--- src/hw/pin_mux_cfg.svh ---
`ifndef PIN_MUX_CFG_SVH
`define PIN_MUX_CFG_SVH

// ==========================================================
// sizes
`define PM_NUM_PINS      32
`define PM_NUM_PAIRS     16
`define PM_SEL_W         3
`define PM_NUM_CODES     8

// ==========================================================
// pin roles
`define PM_DBG_PIN       31
`define PM_TWO_WIRE_MASK 32'h00c0c000
`define PM_PULLUP_MASK   32'h03000000

// ==========================================================
// reset values
`define PM_EN_RST        32'h00000000
`define PM_SEL_RST       3'h0

`endif

--- src/hw/pin_mux_pkg.sv ---
package pin_mux_pkg;
  // function codes, A counting upward; code 5 has no function
  typedef enum logic [2:0] {
    FUNC_A   = 3'h0,
    FUNC_B   = 3'h1,
    FUNC_C   = 3'h2,
    FUNC_D   = 3'h3,
    FUNC_E   = 3'h4,
    FUNC_RSV = 3'h5,
    FUNC_G   = 3'h6,
    FUNC_H   = 3'h7
  } func_code_t;

  typedef enum logic {
    WR_ENABLE = 1'b0,
    WR_SELECT = 1'b1
  } wr_kind_t;
endpackage

--- src/hw/pin_mux_if.sv ---
`timescale 1ns/1ps
`default_nettype none
`include "pin_mux_cfg.svh"
interface pin_mux_if;
  logic [`PM_NUM_PINS-1:0]                   peripheral_mux_enable;
  logic [`PM_NUM_PAIRS-1:0][`PM_SEL_W-1:0]   even_pin_function_select;
  logic [`PM_NUM_PAIRS-1:0][`PM_SEL_W-1:0]   odd_pin_function_select;
  logic [`PM_NUM_PINS-1:0]                   pin_owned_by_periph;
  logic                                      debug_active;

  modport device (
    input  peripheral_mux_enable,
    input  even_pin_function_select,
    input  odd_pin_function_select,
    output pin_owned_by_periph,
    output debug_active
  );
  modport config_end (
    output peripheral_mux_enable,
    output even_pin_function_select,
    output odd_pin_function_select,
    input  pin_owned_by_periph,
    input  debug_active
  );
endinterface
`default_nettype wire

--- src/hw/port_pin_function_mux.sv ---
`timescale 1ns/1ps
`default_nettype none
`include "pin_mux_cfg.svh"
module port_pin_function_mux
  import pin_mux_pkg::*;
(
  // system
  input  wire logic                                     clk_sys,
  input  wire logic                                     resetn,
  // configuration link
  pin_mux_if.device                                     cfg,
  // debugger detection
  input  wire logic                                     debugger_present,
  // general-purpose I/O logic
  input  wire logic [`PM_NUM_PINS-1:0]                  gpio_out,
  input  wire logic [`PM_NUM_PINS-1:0]                  gpio_oe,
  output logic      [`PM_NUM_PINS-1:0]                  gpio_in_r,
  // peripherals, indexed by function code
  input  wire logic [`PM_NUM_CODES-1:0][`PM_NUM_PINS-1:0] func_out,
  input  wire logic [`PM_NUM_CODES-1:0][`PM_NUM_PINS-1:0] func_oe,
  output logic      [`PM_NUM_CODES-1:0][`PM_NUM_PINS-1:0] func_in_r,
  // package pins
  input  wire logic [`PM_NUM_PINS-1:0]                  pin_i,
  output logic      [`PM_NUM_PINS-1:0]                  pin_o_r,
  output logic      [`PM_NUM_PINS-1:0]                  pin_oe_r
);

  // ==========================================================
  // selection decode
  logic debug_active_r;

  // even pins read the even field, odd pins the odd field
  function automatic logic [`PM_SEL_W-1:0] pin_code(input int p);
    if (p % 2 == 0) begin
      pin_code = cfg.even_pin_function_select[p/2];
    end else begin
      pin_code = cfg.odd_pin_function_select[p/2];
    end
  endfunction

  // reserved code falls back to gpio so the pin never floats
  function automatic logic periph_owned(input int p);
    if (p == `PM_DBG_PIN && debug_active_r) begin
      periph_owned = 1'b1;
    end else begin
      periph_owned = cfg.peripheral_mux_enable[p] &&
                     (pin_code(p) != FUNC_RSV);
    end
  endfunction

  function automatic logic [`PM_SEL_W-1:0] eff_code(input int p);
    if (p == `PM_DBG_PIN && debug_active_r) begin
      eff_code = FUNC_G;
    end else begin
      eff_code = pin_code(p);
    end
  endfunction

  // ==========================================================
  // debugger tracking: hot or cold attach, no software step
  always_ff @(posedge clk_sys or negedge resetn) begin
    if (!resetn) begin
      debug_active_r <= 1'b0;
    end else begin
      debug_active_r <= debugger_present;
    end
  end

  assign cfg.debug_active = debug_active_r;

  // ==========================================================
  // per-pin routing
  genvar gp;
  generate
    for (gp = 0; gp < `PM_NUM_PINS; gp++) begin : g_pin
      logic                 own;
      logic [`PM_SEL_W-1:0] code;
      assign own  = periph_owned(gp);
      assign code = eff_code(gp);
      assign cfg.pin_owned_by_periph[gp] = own;

      always_ff @(posedge clk_sys or negedge resetn) begin
        if (!resetn) begin
          pin_o_r[gp]  <= 1'b0;
          pin_oe_r[gp] <= 1'b0;
        end else if (own) begin
          pin_o_r[gp]  <= func_out[code][gp];
          pin_oe_r[gp] <= func_oe[code][gp];
        end else begin
          pin_o_r[gp]  <= gpio_out[gp];
          pin_oe_r[gp] <= gpio_oe[gp];
        end
      end

      // input side: gpio always sees the pin, each function only when selected
      always_ff @(posedge clk_sys or negedge resetn) begin
        if (!resetn) begin
          gpio_in_r[gp] <= 1'b0;
        end else begin
          gpio_in_r[gp] <= pin_i[gp];
        end
      end

      genvar gf;
      for (gf = 0; gf < `PM_NUM_CODES; gf++) begin : g_fn
        always_ff @(posedge clk_sys or negedge resetn) begin
          if (!resetn) begin
            func_in_r[gf][gp] <= 1'b0;
          end else begin
            func_in_r[gf][gp] <= own && (code == gf) &&
                                 pin_i[gp];
          end
        end
      end
    end
  endgenerate

endmodule
`default_nettype wire

--- src/flat_wrapper.sv ---
// flat-port wrapper written by rule: the top's interface ports become plain ports
module port_pin_function_mux_flat import pin_mux_pkg::*;
  (clk_sys, resetn, debugger_present, gpio_out, gpio_oe, gpio_in_r, func_out, func_oe, func_in_r, pin_i, pin_o_r, pin_oe_r, cfg_peripheral_mux_enable, cfg_even_pin_function_select, cfg_odd_pin_function_select, cfg_pin_owned_by_periph, cfg_debug_active);
  pin_mux_if cfg_i ();
  input  wire logic clk_sys;
  input  wire logic resetn;
  input  wire logic debugger_present;
  input  wire logic [`PM_NUM_PINS-1:0] gpio_out;
  input  wire logic [`PM_NUM_PINS-1:0] gpio_oe;
  output logic      [`PM_NUM_PINS-1:0] gpio_in_r;
  input  wire logic [`PM_NUM_CODES-1:0][`PM_NUM_PINS-1:0] func_out;
  input  wire logic [`PM_NUM_CODES-1:0][`PM_NUM_PINS-1:0] func_oe;
  output logic      [`PM_NUM_CODES-1:0][`PM_NUM_PINS-1:0] func_in_r;
  input  wire logic [`PM_NUM_PINS-1:0] pin_i;
  output logic      [`PM_NUM_PINS-1:0] pin_o_r;
  output logic      [`PM_NUM_PINS-1:0] pin_oe_r;
  input wire logic [$bits(cfg_i.peripheral_mux_enable)-1:0] cfg_peripheral_mux_enable;
  input wire logic [$bits(cfg_i.even_pin_function_select)-1:0] cfg_even_pin_function_select;
  input wire logic [$bits(cfg_i.odd_pin_function_select)-1:0] cfg_odd_pin_function_select;
  output wire logic [$bits(cfg_i.pin_owned_by_periph)-1:0] cfg_pin_owned_by_periph;
  output wire logic [$bits(cfg_i.debug_active)-1:0] cfg_debug_active;
  assign cfg_i.peripheral_mux_enable = cfg_peripheral_mux_enable;
  assign cfg_i.even_pin_function_select = cfg_even_pin_function_select;
  assign cfg_i.odd_pin_function_select = cfg_odd_pin_function_select;
  assign cfg_pin_owned_by_periph = cfg_i.pin_owned_by_periph;
  assign cfg_debug_active = cfg_i.debug_active;
  port_pin_function_mux u_core (.clk_sys(clk_sys), .resetn(resetn), .cfg(cfg_i), .debugger_present(debugger_present), .gpio_out(gpio_out), .gpio_oe(gpio_oe), .gpio_in_r(gpio_in_r), .func_out(func_out), .func_oe(func_oe), .func_in_r(func_in_r), .pin_i(pin_i), .pin_o_r(pin_o_r), .pin_oe_r(pin_oe_r));
endmodule
--- config.mk ---
export PLATFORM = sky130hd
export DESIGN_NAME = port_pin_function_mux_flat
export DESIGN_NICKNAME = d
export VERILOG_FILES = /design/src/hw/pin_mux_pkg.sv /design/src/hw/pin_mux_if.sv /design/src/hw/port_pin_function_mux.sv /design/src/flat_wrapper.sv
export VERILOG_INCLUDE_DIRS = /design/src /design/src/hw
export SDC_FILE = /design/constraint.sdc
export NUM_CORES = 1
export LEC_CHECK = 0
export ABC_AREA = 1
export BUFFER_PORTS_ARGS = -buffer_cell sky130_fd_sc_hd__buf_2
export CORE_AREA = 5 5 433 435
export DETAILED_ROUTE_END_ITERATION = 10
export DIE_AREA = 0 0 438 440
export PLACE_DENSITY = 0.36
export SLEW_MARGIN = 15
export SYNTH_ARGS = -nofsm -noshare
export SYNTH_HDL_FRONTEND = slang
export SYNTH_SLANG_ARGS = --single-unit
--- constraint.sdc ---
create_clock -name clk_sys -period 2.39 [get_ports clk_sys]
set_input_delay 0.1195 -clock clk_sys [delete_from_list [all_inputs] [get_ports clk_sys]]
set_output_delay 0.1195 -clock clk_sys [all_outputs]
set_load 0.01 [all_outputs]
==> flow_summary.yaml <==
final_layout:
  final_common_cell: "buf_2"
  regArea_sq_mm: 0.00883
  multi_input_area_sq_mm: 0.00575
  final_net_count: 4281
  stdcell_area_sq_mm: 0.0303
  drive_gt1_share_pct: 33.5
  layout_common_cells: "1,059 x buf_2, 613 x nand2_1, 458 x dlygate4sd3_1, 352 x dfrtp_1, 327 x nor2_1"
  area_delta_synth_final_pct: 93.9
  fill_cells: 21000
place:
  io_buffer_count: 1061
  place.detailed.hpwl_microns: 122000
  dpl_cell_area_sq_mm: 0.0240
  routabilityCongestion: 0.939
worst_setup_path:
  cp.required_ns: 2.98
  cp_slowest_cell: "dlygate4sd3_1"
  crit_chain: "inv_2, nand3_2, o22ai_2, nand2_1, dlygate4sd3_1, nand2_1, dlygate4sd3_1"
  cp_top_family: "buffers and inverters"
  cp_slowest_stage_delay_ns: 0.56
  start_kind: "register"
  path_buf_inv: 3
  critPathMaxFanout: 8
  crit_arrival_ns: 2.85
  criticalPathCategory: "reg2reg"
  endpoint_kind: "register"
floorplanning:
  rows: 157
  ioPinCount: 1124
  die-area_sq_mm: 0.193
  core-area_sq_mm: 0.183
  initial_core_util_pct: 8.55
  dieWidth_microns: 438
  chipHeight_microns: 440
global_route:
  grt_max_degree: 59
  first_global_vias: 21200
  overflow: 0
  antenna_found_initial: 88
  grt_pass1_wl_microns: 181000
  grtUsageTotal_pct: 13.7
run:
  cap_violations: 0
worst_hold_path:
  hold_class: "in2reg"
timing:
  finalClockSkew_ns: 0.00395
  grt_setup_unrepaired: "no"
  fmax_ghz: 0.441
  fin_crit_ns: 2.27
  finalMaxSlewViolations: 0
  worst_pin_slew_ns: 0.579
  setup_violations: 0
  fin_crit_sh_pct: 94.9
  setup_tns_ns: 0
  hold_viol_final: 0
  slew_headroom_pct: 61.2
pwr:
  cellPowerDensity_mw_per_mm2: 575
  vdd_drop_max_mv: 0.538
  leakage_nw: 15.8
clocking:
  cts_made_buffers: 49
  cts_root_buf: "clkbuf_16"
  cts.clk_slew.worst_paths_ns: 0.06
  clk_latency_ns: 0.65
  cts_buffer_depth: 3
  clock-sinks: 353
  htree_levels: 2
  cts_tree: "done"
  postCtsSetupBuffers: 0
drt:
  antenna_left: 0
  routed_wirelength_microns: 139000
  drc: 0
  dr.pass1.iters: 6
  via_per_inst: 3.35
  vias: 20100
  drtIter0Drc: 1281
  detail_route.wl_per_cell_microns: 23.2
synth:
  seq_area_frac_synth_pct: 56.6
  synthTopCellsByArea: "dfrtp_1 57%, nand2_1 15%, nor2_1 7.9%"
  synth_top_family_by_area: "simple AND/OR/NAND/NOR gates"
  synth-compound-area-share_pct: 4.46
  synthMuxAreaShare_pct: 0
  ys_warn_count: 0
  synth-xor-area-share_pct: 0
  synthSimpleGateAreaFrac_pct: 31.5
  synthCells: 1960
  ys_ff_latch: 353
  synth.distinct_cells: 23
  synth_area_sq_mm: 0.0156
  synth.largest_area_cell: "dfrtp_1"
  yosys.area.top_type_share_pct: 56.6
  syn_avg_cell_area_sq_um: 7.97
  synthAdderAreaFrac_pct: 0
run_status:
  outcome: "completed"
==> Yosys cell counts (all sizes together) <==
cell type / instances
o21ai: 60
a21oi: 61
nand3b: 2
nor3: 2
conb: 1
nand4: 47
nand2: 615
o22ai: 1
nor2: 329
nand3: 199
buf: 39
dfrtp: 353
inv: 235
and2: 8
o211ai: 2
a31oi: 6
==> registers in the layout (all words and copies together), names as in the netlist <==
name / flops
u_core.gpio_in_r: 32
u_core.cfg.debug_active: 1
u_core.pin_oe_r: 32
u_core.pin_o_r: 32
u_core.func_in_r: 256
==> kinds of logic (layout without fill, tap and decap cells) <==
logic type	count (synthesis)	after routing
AOI/OAI and AO/OA	130	130
buffers and inverters	274	1865
and+or+nand+nor	1202	1202
DFF	353	353
other	1	57
==> metrics by stage <==
step	instances	total power [mW]	util [%]	hold slack [ns]	setup slack, ns
floorplan	1991	7.33	-	-0.176	1.20
global placement	5417	9.20	13.1	0.150	0.898
detailed placement	5417	9.18	13.1	0.144	0.880
CTS	5967	17.9	16.5	0.0465	0.0453
global route	5975	18.3	16.6	0.0865	0.0473
finish	5992	17.4	16.6	0.130	0.121
==> where the power goes <==
part / internal (mW) / switching (mW)
Clock: 4.46 / 3.29
Combinational: 1.44 / 1.91
Sequential: 6.21 / 0.118
Total: 12.1 / 5.32
==> cell type report <==
class / instances / area share [%]
Timing Repair Buffer: 1539 / 33.4
Tap cell: 2385 / 9.85
Antenna cell: 25 / 0.207
Inverter: 235 / 2.91
Sequential cell: 353 / 29.2
Clock buffer: 67 / 4.50
Multi-Input combinational cell: 1364 / 19.0
Clock inverter: 24 / 0.913
==> layer usage <==
layer / up-vias / track usage (%) / part of all wire (%)
met2: 814 / 25.3 / 52
met3: 212 / 3.95 / 7.8
met4: 30 / 3.55 / 2.8
met5: - / 0 / 0.14
met1: 9747 / 15.4 / 37
li1: 9294 / - / -
==> repair_timing <==
item                                    CTS  global route
hold buffers                            459             0
hold endpoints to repair                601             0
resized for setup                         0             7
endpoints found under the setup margin    0             3
==> worst paths after layout <==
path | start | to | slack [ns] | depth (start not counted)
setup reg to reg | u_core.cfg.debug_active | u_core.pin_o_r[31] | 0.12 | 7
hold reg to reg | u_core.cfg.debug_active | u_core.func_in_r[159] | 0.82 | 3
max in group asynchronous | resetn | u_core.gpio_in_r[19] | 0.52 | 4
hold / removal | pin_i[14] | u_core.gpio_in_r[14] | 0.13 | 2
min in group asynchronous | resetn | u_core.func_in_r[215] | 0.56 | 3
setup / recovery | u_core.cfg.debug_active | u_core.pin_o_r[31] | 0.12 | 7
(Power assumes the default switching activity.)
